===== config.mk =====
export PLATFORM = sky130hd
export DESIGN_NAME = tsid_dispatch
export DESIGN_NICKNAME = d
export VERILOG_FILES = /design/src/hdl/tsid_mem_port.v /design/src/hdl/tsid_dispatch.v
export VERILOG_INCLUDE_DIRS = /design/src /design/src/shared
export SDC_FILE = /design/constraint.sdc
export NUM_CORES = 2
export LEC_CHECK = 0
export BUFFER_PORTS_ARGS = -buffer_cell sky130_fd_sc_hd__buf_2
export CAP_MARGIN = 10
export CORE_AREA = 2 2 299 301
export DETAILED_ROUTE_END_ITERATION = 6
export DIE_AREA = 0 0 301 303
export PLACE_DENSITY_LB_ADDON = 0.12
export SLEW_MARGIN = 40
export SYNTH_ARGS = -nofsm -noshare
export SYNTH_HDL_FRONTEND = slang
export SYNTH_SLANG_ARGS = --single-unit

===== constraint.sdc =====
create_clock -name clk -period 4.2 [get_ports clk]
set_input_delay 0.21 -clock clk [delete_from_list [all_inputs] [get_ports clk]]
set_output_delay 0.21 -clock clk [all_outputs]
set_load 0.005 [all_outputs]

===== src/shared/tsid_defines.vh =====
// Constants for the task switch and interrupt dispatch block
`ifndef TSID_DEFINES_VH
`define TSID_DEFINES_VH

// ----------------------------------------------------------------------
// Task state record layout, as word indices (byte offset = index * 4)
// ----------------------------------------------------------------------
`define TSID_IDX_PTR0        5'h01
`define TSID_IDX_SAVE_FIRST  5'h08
`define TSID_IDX_SAVE_LAST   5'h17
`define TSID_IDX_LOAD_FIRST  5'h07
`define TSID_IDX_LOAD_LAST   5'h18
`define TSID_IDX_PAGE_BASE   5'h07
`define TSID_IDX_IP          5'h08
`define TSID_IDX_FLAGS       5'h09
`define TSID_IDX_GPR0        5'h0A
`define TSID_IDX_SEG0        5'h12
`define TSID_IDX_LOCAL_SEL   5'h18

// ----------------------------------------------------------------------
// 64-bit task state record byte offsets
// ----------------------------------------------------------------------
`define TSID_OFF_RSP0        8'h04
`define TSID_OFF_IST1        8'h24
`define TSID_OFF_IOMAP       8'h64

// ----------------------------------------------------------------------
// Descriptor sizes in words and gate types
// ----------------------------------------------------------------------
`define TSID_WORDS_LEGACY    3'h2
`define TSID_WORDS_LONG      3'h4
`define TSID_TYPE_TASK       4'h5
`define TSID_TYPE_INT16      4'h6
`define TSID_TYPE_TRAP16     4'h7
`define TSID_TYPE_INT32      4'hE
`define TSID_TYPE_TRAP32     4'hF

// ----------------------------------------------------------------------
// Software vector kinds and their fixed vectors
// ----------------------------------------------------------------------
`define TSID_SW_INTN         2'h0
`define TSID_SW_INTO         2'h1
`define TSID_SW_INT3         2'h2
`define TSID_SW_BOUND        2'h3
`define TSID_VEC_BP          8'h03
`define TSID_VEC_OVF         8'h04
`define TSID_VEC_BR          8'h05

// ----------------------------------------------------------------------
// Fault codes and reset values
// ----------------------------------------------------------------------
`define TSID_FLT_NONE        3'h0
`define TSID_FLT_BAD_TYPE    3'h1
`define TSID_FLT_TASK_GATE   3'h2
`define TSID_FLT_HW_SWITCH   3'h3
`define TSID_FLT_LIMIT       3'h4
`define TSID_TPL_RESET       4'h0
`define TSID_IDT_LIMIT_RESET 16'hFFFF

`endif


===== src/hdl/tsid_mem_port.v =====
// Single outstanding memory request port for records and tables
`timescale 1ns/1ns

module tsid_mem_port
(
    // Clock and reset
    input  wire        clk,
    input  wire        resetn,
    // Command side
    input  wire        cmd_valid,
    input  wire        cmd_we,
    input  wire [63:0] cmd_addr,
    input  wire [31:0] cmd_wdata,
    output wire        cmd_ready,
    output reg         rsp_valid,
    output reg  [31:0] rsp_data,
    // System memory side
    output reg         mem_req,
    output reg         mem_we,
    output reg  [63:0] mem_addr,
    output reg  [31:0] mem_wdata,
    input  wire        mem_ack,
    input  wire [31:0] mem_rdata
);

// ----------------------------------------------------------------------
// One access at a time; request holds until the response arrives
// ----------------------------------------------------------------------
assign cmd_ready = ~mem_req;

always @(posedge clk or negedge resetn)
begin
    if (!resetn)
    begin
        mem_req   <= 1'b0;
        mem_we    <= 1'b0;
        mem_addr  <= 64'h0;
        mem_wdata <= 32'h0;
        rsp_valid <= 1'b0;
        rsp_data  <= 32'h0;
    end
    else
    begin
        rsp_valid <= 1'b0;
        if (!mem_req && cmd_valid)
        begin
            mem_req   <= 1'b1;
            mem_we    <= cmd_we;
            mem_addr  <= cmd_addr;
            mem_wdata <= cmd_wdata;
        end
        else if (mem_req && mem_ack)
        begin
            mem_req   <= 1'b0;
            rsp_valid <= 1'b1;
            rsp_data  <= mem_rdata;
        end
    end
end

endmodule


===== src/hdl/tsid_dispatch.v =====
// Task switch and interrupt dispatch engine
`timescale 1ns/1ns
`include "tsid_defines.vh"

// Operation
// - Switch saves current state to old record, then loads new selector.
// - New record is located through its global table descriptor first.
// - Load registers, page base, flags, pointer from new record; then start.
// - Task register always holds the current record selector.
// - Record holds registers, flags, pointer, three stacks, local and page.
// - Call or jump naming a record selector starts a task switch.
// - Task gate names a record; entering it performs a task switch.
// - Vectors come from hardware, external controller, or four instructions.
// - Vector indexes the handler table at the base register's address.
// - Only interrupt, trap or task gates are accepted as entries.
// - Interrupt or trap gate enters like a call gate; task gate switches.
// - Long mode has no hardware switch; record base comes from descriptor.
// - Long mode reads 16-byte handler entries with 64-bit offsets.
// - Task gates in the handler table are refused in long mode.
// - Handler table base register holds a 64-bit base.
// - Task register holds a 64-bit record base in long mode.
// - 64-bit record gives level stacks, stack table, and map offset.
// - Long mode priority control register reads and writes priority level.
// - Legacy privilege change takes the new stack from the current record.
// - Long mode privilege change sets the stack selector to null.

module tsid_dispatch
(
    // Clock and reset
    input  wire        clk,
    input  wire        resetn,
    // Mode and context of the running code
    input  wire        long_mode,
    input  wire [1:0]  cpl,
    input  wire [63:0] gdt_base,
    // Vector sources
    input  wire        hw_vec_valid,
    input  wire [7:0]  hw_vec,
    output wire        hw_vec_ready,
    input  wire        ext_vec_valid,
    input  wire [7:0]  ext_vec,
    output wire        ext_vec_ready,
    input  wire        sw_vec_valid,
    input  wire [1:0]  sw_kind,
    input  wire [7:0]  sw_vec,
    output wire        sw_vec_ready,
    // Task switch and task register load requests
    input  wire        switch_valid,
    input  wire [15:0] switch_sel,
    output wire        switch_ready,
    input  wire        tr_load_valid,
    input  wire [15:0] tr_load_sel,
    output wire        tr_load_ready,
    // Handler table base register and priority control register
    input  wire        idt_wr,
    input  wire [63:0] idt_wbase,
    input  wire [15:0] idt_wlimit,
    input  wire        prio_wr,
    input  wire [3:0]  prio_wdata,
    output wire [3:0]  prio_rdata,
    // Execution state exchange
    output reg  [4:0]  ctx_idx_r,
    input  wire [31:0] ctx_save_data,
    output reg         ctx_load_we_r,
    output reg  [4:0]  ctx_load_idx_r,
    output reg  [31:0] ctx_load_data_r,
    output reg         task_begin_r,
    // Handler entry results
    output reg         handler_valid_r,
    output reg  [15:0] handler_sel_r,
    output reg  [63:0] handler_off_r,
    output reg         handler_trap_r,
    output reg         stack_valid_r,
    output reg  [15:0] stack_sel_r,
    output reg  [63:0] stack_ptr_r,
    output reg         fault_r,
    output reg  [2:0]  fault_code_r,
    // Task register and status
    output reg  [15:0] tr_sel_r,
    output reg  [63:0] tr_base_r,
    output reg  [19:0] tr_limit_r,
    output wire [63:0] iomap_word_addr,
    output wire        busy,
    // System memory
    output wire        mem_req,
    output wire        mem_we,
    output wire [63:0] mem_addr,
    output wire [31:0] mem_wdata,
    input  wire        mem_ack,
    input  wire [31:0] mem_rdata
);

// ----------------------------------------------------------------------
// States
// ----------------------------------------------------------------------
localparam ST_IDLE  = 3'h0;
localparam ST_VEC   = 3'h1;
localparam ST_GATE  = 3'h2;
localparam ST_STK   = 3'h3;
localparam ST_SAVE  = 3'h4;
localparam ST_GDESC = 3'h5;
localparam ST_TRSET = 3'h6;
localparam ST_LOAD  = 3'h7;

reg  [2:0]  state_r;
reg  [2:0]  cnt_r;
reg         pend_r;
reg         ld_only_r;
reg  [7:0]  vec_r;
reg  [15:0] new_sel_r;
reg  [7:0]  stk_off_r;
reg  [63:0] idt_base_r;
reg  [15:0] idt_limit_r;
reg  [3:0]  tpl_r;
reg         cmd_valid_r;
reg  [31:0] desc_r [0:3];

reg  [63:0] acc_addr;
wire        cmd_ready;
wire        rsp_valid;
wire [31:0] rsp_data;

// ----------------------------------------------------------------------
// Request arbitration: hardware, then controller, then software
// ----------------------------------------------------------------------
wire idle     = (state_r == ST_IDLE);
wire ext_ok   = (ext_vec[7:4] > tpl_r);
wire take_hw  = idle & hw_vec_valid;
wire take_ext = idle & ~hw_vec_valid & ext_vec_valid & ext_ok;
wire any_ext  = ext_vec_valid & ext_ok;
wire take_sw  = idle & ~hw_vec_valid & ~any_ext & sw_vec_valid;
wire any_vec  = hw_vec_valid | any_ext | sw_vec_valid;
wire take_tsw = idle & ~any_vec & switch_valid;
wire take_trl = idle & ~any_vec & ~switch_valid & tr_load_valid;

assign hw_vec_ready  = idle;
assign ext_vec_ready = idle & ~hw_vec_valid & ext_ok;
assign sw_vec_ready  = idle & ~hw_vec_valid & ~any_ext;
assign switch_ready  = idle & ~any_vec;
assign tr_load_ready = idle & ~any_vec & ~switch_valid;
assign busy          = ~idle;
assign prio_rdata    = tpl_r;
assign iomap_word_addr = tr_base_r + {56'h0, `TSID_OFF_IOMAP};

// INTO, INT3 and BOUND map to their fixed vectors; INTN uses sw_vec
reg [7:0] sw_vec_sel;
always @*
begin
    case (sw_kind)
        `TSID_SW_INTO:  sw_vec_sel = `TSID_VEC_OVF;
        `TSID_SW_INT3:  sw_vec_sel = `TSID_VEC_BP;
        `TSID_SW_BOUND: sw_vec_sel = `TSID_VEC_BR;
        default:        sw_vec_sel = sw_vec;
    endcase
end

// ----------------------------------------------------------------------
// Access address and descriptor decode
// ----------------------------------------------------------------------
wire [2:0]  nwords   = long_mode ? `TSID_WORDS_LONG : `TSID_WORDS_LEGACY;
wire        last_wd  = (cnt_r == nwords - 3'h1);
wire [63:0] cnt_off  = {59'h0, cnt_r, 2'b00};
wire [63:0] ent_off  = long_mode ? {52'h0, vec_r, 4'h0}
                                 : {53'h0, vec_r, 3'h0};
wire [15:0] ent_last = long_mode ? {4'h0, vec_r, 4'hF}
                                 : {5'h0, vec_r, 3'h7};
wire [3:0]  gate_typ = desc_r[1][11:8];
wire [2:0]  gate_ist = desc_r[1][2:0];
wire [1:0]  tgt_lvl  = desc_r[0][17:16];
wire [2:0]  ist_m1   = gate_ist - 3'h1;
wire        is_int   = (gate_typ == `TSID_TYPE_INT32) |
                       (gate_typ == `TSID_TYPE_TRAP32) |
                       (~long_mode & ((gate_typ == `TSID_TYPE_INT16) |
                                      (gate_typ == `TSID_TYPE_TRAP16)));

// Address of the word that the current state reaches
always @*
begin
    case (state_r)
        ST_VEC:   acc_addr = idt_base_r + ent_off + cnt_off;
        ST_STK:   acc_addr = tr_base_r + {56'h0, stk_off_r} + cnt_off;
        ST_GDESC: acc_addr = gdt_base + {48'h0, new_sel_r[15:3], 3'h0}
                             + cnt_off;
        default:  acc_addr = tr_base_r + {57'h0, ctx_idx_r, 2'b00};
    endcase
end

// Gathered descriptor words, kept without reset as plain data
always @(posedge clk)
begin
    if (rsp_valid && (state_r == ST_VEC || state_r == ST_GDESC))
        desc_r[cnt_r[1:0]] <= rsp_data;
end

// ----------------------------------------------------------------------
// Sequencer
// ----------------------------------------------------------------------
always @(posedge clk or negedge resetn)
begin
    if (!resetn)
    begin
        state_r         <= ST_IDLE;
        cnt_r           <= 3'h0;
        pend_r          <= 1'b0;
        ld_only_r       <= 1'b0;
        vec_r           <= 8'h0;
        new_sel_r       <= 16'h0;
        stk_off_r       <= 8'h0;
        idt_base_r      <= 64'h0;
        idt_limit_r     <= `TSID_IDT_LIMIT_RESET;
        tpl_r           <= `TSID_TPL_RESET;
        cmd_valid_r     <= 1'b0;
        ctx_idx_r       <= 5'h0;
        ctx_load_we_r   <= 1'b0;
        ctx_load_idx_r  <= 5'h0;
        ctx_load_data_r <= 32'h0;
        task_begin_r    <= 1'b0;
        handler_valid_r <= 1'b0;
        handler_sel_r   <= 16'h0;
        handler_off_r   <= 64'h0;
        handler_trap_r  <= 1'b0;
        stack_valid_r   <= 1'b0;
        stack_sel_r     <= 16'h0;
        stack_ptr_r     <= 64'h0;
        fault_r         <= 1'b0;
        fault_code_r    <= `TSID_FLT_NONE;
        tr_sel_r        <= 16'h0;
        tr_base_r       <= 64'h0;
        tr_limit_r      <= 20'h0;
    end
    else
    begin
        cmd_valid_r     <= 1'b0;
        ctx_load_we_r   <= 1'b0;
        task_begin_r    <= 1'b0;
        handler_valid_r <= 1'b0;
        stack_valid_r   <= 1'b0;
        fault_r         <= 1'b0;
        if (idt_wr)
        begin
            idt_base_r  <= idt_wbase;
            idt_limit_r <= idt_wlimit;
        end
        if (prio_wr && long_mode)
            tpl_r <= prio_wdata;
        // Issue the state's next access once the last one is answered
        if (state_r != ST_IDLE && state_r != ST_GATE &&
            state_r != ST_TRSET && !pend_r && cmd_ready &&
            !(state_r == ST_VEC && ent_last > idt_limit_r))
        begin
            cmd_valid_r <= 1'b1;
            pend_r      <= 1'b1;
        end
        case (state_r)
            ST_IDLE:
            begin
                cnt_r     <= 3'h0;
                pend_r    <= 1'b0;
                ld_only_r <= 1'b0;
                if (take_hw | take_ext | take_sw)
                begin
                    vec_r   <= take_hw ? hw_vec :
                               (take_ext ? ext_vec : sw_vec_sel);
                    state_r <= ST_VEC;
                end
                else if (take_tsw && long_mode)
                begin
                    fault_r      <= 1'b1;
                    fault_code_r <= `TSID_FLT_HW_SWITCH;
                end
                else if (take_tsw)
                begin
                    new_sel_r <= switch_sel;
                    ctx_idx_r <= `TSID_IDX_SAVE_FIRST;
                    state_r   <= ST_SAVE;
                end
                else if (take_trl)
                begin
                    new_sel_r <= tr_load_sel;
                    ld_only_r <= 1'b1;
                    state_r   <= ST_GDESC;
                end
            end
            ST_VEC:
            begin
                if (!pend_r && ent_last > idt_limit_r)
                begin
                    fault_r      <= 1'b1;
                    fault_code_r <= `TSID_FLT_LIMIT;
                    state_r      <= ST_IDLE;
                end
                else if (rsp_valid)
                begin
                    pend_r <= 1'b0;
                    cnt_r  <= last_wd ? 3'h0 : cnt_r + 3'h1;
                    if (last_wd)
                        state_r <= ST_GATE;
                end
            end
            ST_GATE:
            begin
                if (gate_typ == `TSID_TYPE_TASK && long_mode)
                begin
                    fault_r      <= 1'b1;
                    fault_code_r <= `TSID_FLT_TASK_GATE;
                    state_r      <= ST_IDLE;
                end
                else if (gate_typ == `TSID_TYPE_TASK)
                begin
                    new_sel_r <= desc_r[0][31:16];
                    ctx_idx_r <= `TSID_IDX_SAVE_FIRST;
                    state_r   <= ST_SAVE;
                end
                else if (is_int)
                begin
                    handler_sel_r  <= desc_r[0][31:16];
                    handler_off_r  <= {long_mode ? desc_r[2] : 32'h0,
                                       desc_r[1][31:16], desc_r[0][15:0]};
                    handler_trap_r <= gate_typ[0];
                    if (long_mode && gate_ist != 3'h0)
                    begin
                        stk_off_r <= `TSID_OFF_IST1 + {2'b0, ist_m1, 3'h0};
                        state_r   <= ST_STK;
                    end
                    else if (tgt_lvl < cpl)
                    begin
                        stk_off_r <= long_mode ?
                            (`TSID_OFF_RSP0 + {3'b0, tgt_lvl, 3'h0}) :
                            {1'b0, `TSID_IDX_PTR0 + {2'b0, tgt_lvl, 1'b0},
                             2'b00};
                        state_r   <= ST_STK;
                    end
                    else
                    begin
                        handler_valid_r <= 1'b1;
                        state_r         <= ST_IDLE;
                    end
                end
                else
                begin
                    fault_r      <= 1'b1;
                    fault_code_r <= `TSID_FLT_BAD_TYPE;
                    state_r      <= ST_IDLE;
                end
            end
            ST_STK:
            begin
                if (rsp_valid)
                begin
                    pend_r <= 1'b0;
                    cnt_r  <= cnt_r + 3'h1;
                    if (cnt_r == 3'h0)
                        stack_ptr_r <= {32'h0, rsp_data};
                    else
                    begin
                        if (long_mode)
                        begin
                            stack_ptr_r[63:32] <= rsp_data;
                            stack_sel_r        <= 16'h0;
                        end
                        else
                            stack_sel_r <= rsp_data[15:0];
                        stack_valid_r   <= 1'b1;
                        handler_valid_r <= 1'b1;
                        state_r         <= ST_IDLE;
                    end
                end
            end
            ST_SAVE:
            begin
                if (rsp_valid)
                begin
                    pend_r <= 1'b0;
                    if (ctx_idx_r == `TSID_IDX_SAVE_LAST)
                    begin
                        tr_sel_r <= new_sel_r;
                        cnt_r    <= 3'h0;
                        state_r  <= ST_GDESC;
                    end
                    else
                        ctx_idx_r <= ctx_idx_r + 5'h1;
                end
            end
            ST_GDESC:
            begin
                if (rsp_valid)
                begin
                    pend_r <= 1'b0;
                    cnt_r  <= last_wd ? 3'h0 : cnt_r + 3'h1;
                    if (last_wd)
                        state_r <= ST_TRSET;
                end
            end
            ST_TRSET:
            begin
                tr_base_r  <= {long_mode ? desc_r[2] : 32'h0,
                               desc_r[1][31:24], desc_r[1][7:0],
                               desc_r[0][31:16]};
                tr_limit_r <= {desc_r[1][19:16], desc_r[0][15:0]};
                if (ld_only_r)
                begin
                    tr_sel_r <= new_sel_r;
                    state_r  <= ST_IDLE;
                end
                else
                begin
                    ctx_idx_r <= `TSID_IDX_LOAD_FIRST;
                    state_r   <= ST_LOAD;
                end
            end
            default:
            begin
                if (rsp_valid)
                begin
                    pend_r          <= 1'b0;
                    ctx_load_we_r   <= 1'b1;
                    ctx_load_idx_r  <= ctx_idx_r;
                    ctx_load_data_r <= rsp_data;
                    ctx_idx_r       <= ctx_idx_r + 5'h1;
                    if (ctx_idx_r == `TSID_IDX_LOAD_LAST)
                    begin
                        task_begin_r <= 1'b1;
                        state_r      <= ST_IDLE;
                    end
                end
            end
        endcase
    end
end

// ----------------------------------------------------------------------
// Memory request port
// ----------------------------------------------------------------------
tsid_mem_port u_port
(
    .clk       (clk),
    .resetn    (resetn),
    .cmd_valid (cmd_valid_r),
    .cmd_we    (state_r == ST_SAVE),
    .cmd_addr  (acc_addr),
    .cmd_wdata (ctx_save_data),
    .cmd_ready (cmd_ready),
    .rsp_valid (rsp_valid),
    .rsp_data  (rsp_data),
    .mem_req   (mem_req),
    .mem_we    (mem_we),
    .mem_addr  (mem_addr),
    .mem_wdata (mem_wdata),
    .mem_ack   (mem_ack),
    .mem_rdata (mem_rdata)
);

endmodule


# After elaboration in Yosys (flattened, before gate mapping)
# Memory sizes are Yosys's and may differ from the RTL's.
# Cells that the tools add are included.
# W data, S select, Z words.
# totals
register_bits,567
mem_bits_rw,128
input_bits,283
output_inout_bits,483
elab_cells,286
mem_count,1
# mem_list
name,depth,width,rd,rd_ports_with_merged_regs,wr,line_no,source
desc_r,4,32,3,0,1,tsid_dispatch.v:116,reg [31:0] desc_r [0:3];
# op_classes
n_addsub,15
n_lt_le_gt_ge,3
n_eq_ne,43
mux,107
n_bitwise,33
reduce_logical,49
# ops
operator,count
$add A64 B5 Y64,3
$pmux W64 S3,1
$mux W16,10
$mux W3,32
$mux W32,3
$add A64 B12 Y64,1
$add A64 B16 Y64,1
$add A64 B7 Y64,1
$add A64 B7 Y64 const B,1
$add A64 B8 Y64,1
$pmux W16 S2,2
$mux W5,9
$mux W1,33
$mux W8,4
$pmux W5 S5,1
$mux W12,2
$ne A2 B2 Y1 const B,12
$pmux W8 S3,1
$pmux W3 S7,1
$gt A12 B16 Y1,1
$pmux W3 S5,1
$logic_and A1 B1 Y1,14
$and A1 B1 Y1,13
$not A1 Y1,13
other kinds (46),89

# Longest topological paths before layout
# depth
word_depth,13
mapped_depth,17
mapped_depth_nobuf,13

# Modules after synthesis
# A second synthesis with hierarchy kept.
# unflattened
hier_cells,3270
area_unflattened_um2,34104.0
# by_module_without_submodules
mod,instances,cells_per_inst,area_each_um2,seq_area_each_um2
tsid_dispatch,1,2991,29140.4,13618.1
tsid_mem_port,1,279,4963.5,3278.1

# Worst setup path after synthesis
# No wires, ideal clock.
# synth_timing
path_type,in2reg
startpoint,input long_mode
endpoint,register u_port.mem_addr[61]
setup_ns,0.141
arrival_ns,4.190
required_time_ns,4.059
slack_ns,-0.132
stages,16
n_path_buf,4
path_cell_list,clkbuf_1 > clkbuf_1 > clkbuf_1 > mux2_2 > fa_1 > inv_1 > fa_1 > nand2b_1 > a211o_1 > a21bo_2 > a2111o_1 > buf_2 > nor3_2 > xnor2_1 > a221oi_1 > a31oi_1
# synth_between
elab_chain_len,4
# synth_rtl
element,line_no,source
from (decl),tsid_dispatch.v:33,"input wire long_mode,"
$mux W12,tsid_dispatch.v:163,"wire [63:0] ent_off = long_mode ? {52'h0, vec_r, 4'h0}"
$add A64 B12 Y64,tsid_dispatch.v:180,ST_VEC: acc_addr = idt_base_r + ent_off + cnt_off;
$add A64 B5 Y64,tsid_dispatch.v:180,
$pmux W64 S3,tsid_dispatch.v:179,case (state_r)
to (signal assigned),tsid_mem_port.v:49,mem_addr <= cmd_addr;
to (decl),tsid_mem_port.v:20,"output reg [63:0] mem_addr,"
# Every way passes these cells.
# A chain may end at the register's enable or synchronous reset.

# Worst setup path in the final report
# layout_timing
startpoint,register tr_base_r[49]
endpoint,output iomap_word_addr[58]
# layout_between
elab_chain_len,1
# layout_rtl
element,line_no,source
from (decl),tsid_dispatch.v:80,"output reg [63:0] tr_base_r,"
from (signal assigned),tsid_dispatch.v:396,"tr_base_r <= {long_mode ? desc_r[2] : 32'h0,"
$add A64 B7 Y64,tsid_dispatch.v:143,"assign iomap_word_addr = tr_base_r + {56'h0, `TSID_OFF_IOMAP};"
to (decl),tsid_dispatch.v:82,"output wire [63:0] iomap_word_addr,"
# Every way passes these cells.

==> reports/results.tsv <==
stage	metric	value	unit
status	outcome	completed	
pwr	IR drop worst, VDD	0.472	mV
cts	CTS tree	built	
finish	highest-count cells in the layout ignoring fill and taps	buf_2, dfrtp_1, nand2_1	
global_route	grt total ovfl	0	
die	number of top-level pins	766	
routing	drt pass-1 iters	5	
cts	Max Root-Sink Buffers	3	
pwr	Switching Share	0.423	
timing	final setup TNS	0	ns
routing	WL final	151000	µm
setup_path	R2R depth	14	
cts	Clock transition at path regs	0.06	ns
cts	Clock Sinks	656	
synthesis	Unique masters post-synth	87	
synthesis	Async SR Flop Fraction	0.860	
placed_design	quantity of I/O buffers inserted on ports	765	
routing	met2 wire length	71300	µm
worst_hold_path	Hold Crit Class	in -> reg	
pwr	switching power	13.6	mW
synthesis	syn nets	3630	
pwr	PwrDens	731	nW/µm²
routing	drt drc	0	
finish	Area Growth Syn to Fin	30.4	%
placed_design	Final HPWL DP	116000	µm
routing	via density per instance	5.47	
timing	final hold violations	0	
timing	Max-slew headroom	0.364	
setup_path	WP data required	3.99	ns
timing	worst-case clock skew	0.0262	ns
pwr	LEAKAGE	20.3	nW
die	Initial Utilization	0.383	
placed_design	RD Place Congestion	0.989	
routing	wire length per cell	27.6	µm
timing	minimum clock period	4.11	ns
job	max-cap viol count	0	
global_route	first-pass GRT wire length	213000	µm
die	Chip Width	301	µm
synthesis	Post-Syn Area	33700	µm²
cts	worst-skew pair later-pin latency	0.64	ns
cts	CTS root buffer	clkbuf_16	
synthesis	synth top area cells	dfrtp_1, mux2_2, edfxtp_1	
pwr	Logic pwr share	0.425	
cts	htree depth	3	
synthesis	Yosys top cell by area	dfrtp_1	
global_route	vias in the first global route	29900	
synthesis	Yosys top cell area share	0.407	
routing	WL met3	12000	µm
setup_path	crit path from	tr_base_r[49]	
setup_path	CP Capture Type	primary output	
routing	Met1 Wirelength	60900	µm
finish	share of layout cells above drive strength 1	0.325	
setup_path	R2R Setup Slk	0.15	ns
synthesis	Synth Register Bits	656	
finish	commonest non-fill, non-tap cell in the layout	buf_2	
timing	final setup fails	0	
pwr	cell-internal power	18.5	mW
synthesis	Ys Warns	0	
die	Core Box Area	88000	µm²
setup_path	FF-to-FF Start	cnt_r[1]	
pwr	fraction of power consumed by sequential logic	0.366	
pwr	Total Power	32.1	mW
setup_path	end point of the critical path	iomap_word_addr[58]	
timing	Final Max Slew Viols	0	
routing	via count	29900	
die	Die Height	303	µm
cts	setup bufs post-CTS	0	
routing	DR iter-0 viols	2451	
synthesis	EDFF count, synth	92	
global_route	largest net degree at the start of global routing	91	
global_route	initial antenna violation count	20	
die	full die area	91200	µm²
finish	filler cell count	8284	
global_route	Total GRT Usage	0.323	
finish	Post-layout nets	4607	
timing	worst-margin pin slew	0.946	ns
timing	fin crit share	0.979	
routing	Routed Antenna Nets	0	
synthesis	Post-Syn Area per Cell	10.3	µm²
setup_path	CP Launch Type	register	
cts	CTS buffer count	75	
setup_path	critical path type	reg -> out	
timing	RSZ-0062 raised after global routing	no	
synthesis	register area share after synthesis	0.502	
die	row count	109	
setup_path	FF-to-FF End	u_port.mem_addr[51]	
pwr	Clk network pwr share	0.209	
synthesis	Post-Syn Instances	3257	
timing	FMAX	243	MHz
timing	Hold WS	0.00908	ns
routing	highest routed metal layer	met5	
synthesis	Top FF cell, synth	dfrtp_1	
setup_path	critical path peak fanout	8	
setup_path	CP arrival	3.90	ns
finish	final core occ	0.499	
-- area by class of cell --
cell class	count	area (µm²)	area share
sequential	656	16900	0.385
tap	1165	1460	0.0332
timing repair buffer	1106	6980	0.159
multi-input combinational	2330	15800	0.360
inverter	65	244	0.00556
clock buffer	115	2210	0.0504
clock inverter	22	289	0.00658
antenna	11	27.5	0.000627
-- cells in the mapped netlist (8+ instances only) --
library cell / count
or3_1: 16
buf_1: 11
a22o_1: 36
nand4_1: 62
and3_1: 40
nor2b_1: 15
nand2b_1: 35
o21a_1: 13
nor3_1: 58
a221oi_1: 24
and2_1: 19
or2_2: 12
clkbuf_1: 157
buf_2: 27
a21o_1: 25
nand2_1: 499
fa_1: 11
o21ai_1: 8
and4_1: 16
o211ai_1: 23
xnor2_1: 119
o22ai_1: 29
ha_1: 79
nor4_1: 33
mux2i_1: 25
dfrtp_1: 548
nor2_1: 188
o21ai_0: 184
edfxtp_1: 92
a211oi_1: 20
a21oi_1: 103
mux2_2: 279
o32a_1: 9
o31ai_1: 11
nand3_1: 90
buf_4: 9
a31oi_1: 26
inv_1: 64
xor2_1: 106
dfstp_2: 16
o311ai_0: 10
-- how the worst min path moves through the flow --
stage,endpoint,cells after the start,from,slack (ns)
5_1_grt,new_sel_r[7],4,switch_sel[7],0.02
3_3_place_gp,idt_base_r[47],1,resetn,0.35
4_1_cts,new_sel_r[1],4,switch_sel[1],0.0009
2_1_floorplan,cmd_valid_r,0,resetn,-0.09
3_5_place_dp,idt_base_r[48],1,resetn,0.13
6_report,u_port.mem_addr[60],4,gdt_base[60],0.009
-- flip-flops by register name (all words and copies together), names as in the netlist, 20 cells and up --
name              count
desc_r               92
handler_off_r        64
idt_base_r           64
stack_ptr_r          64
tr_base_r            64
u_port.mem_addr      64
ctx_load_data_r      32
u_port.mem_wdata     32
u_port.rsp_data      32
tr_limit_r           20
-- per-stage QoR --
step | cells | setup WS [ns] | instance area (µm²)
final | 5470 | 0.0900 | 43900
after global routing | 5462 | 0.00122 | 43900
after CTS | 5459 | 0.0720 | 43800
after detailed placement | 5150 | 0.0684 | 39600
after global placement | 5147 | 0.117 | 39500
after floorplan | 3257 | 0.0119 | 33700
-- cell families after synthesis --
logic type,after synthesis,share of synthesized area
AOI/OAI and AO/OA,595,0.115
xor gates and xnor gates,225,0.0585
adders and majority gates,90,0.0359
buffers and inverters,271,0.0326
DFF,656,0.502
muxes,304,0.101
and+or+nand+nor,1116,0.155
-- power groups by stage --
stage               combinational [mW]  sequential [mW]  clock [mW]
floorplan                         7.12             10.5           0
global placement                  13.3             11.7           0
detailed placement                13.4             11.8           0
CTS                               13.6             11.7        6.84
global route                      14.8             12.0        7.11
finish                            13.6             11.7        6.69
-- critical path: stages (launching register included) --
cell and delay, ns:
dfrtp_1 0.80, and4_1 0.54, and4_1 0.33, nand2_1 0.19
or4_1 0.59, nor2_1 0.44, xor2_1 0.22, buf_2 0.14
-- metal layers --
layer	up-vias	global-route usage
li1	13600	-
met1	14800	0.403
met2	1251	0.538
met3	287	0.0791
met4	8	0.134
met5	-	0
-- what timing repair did --
action,in CTS,in global routing
hold buffers,172,0
endpoints found under the hold margin,471,0
setup endpoints to repair,0,8
resized for setup,0,10
Power figures use the tool's default switching activity.
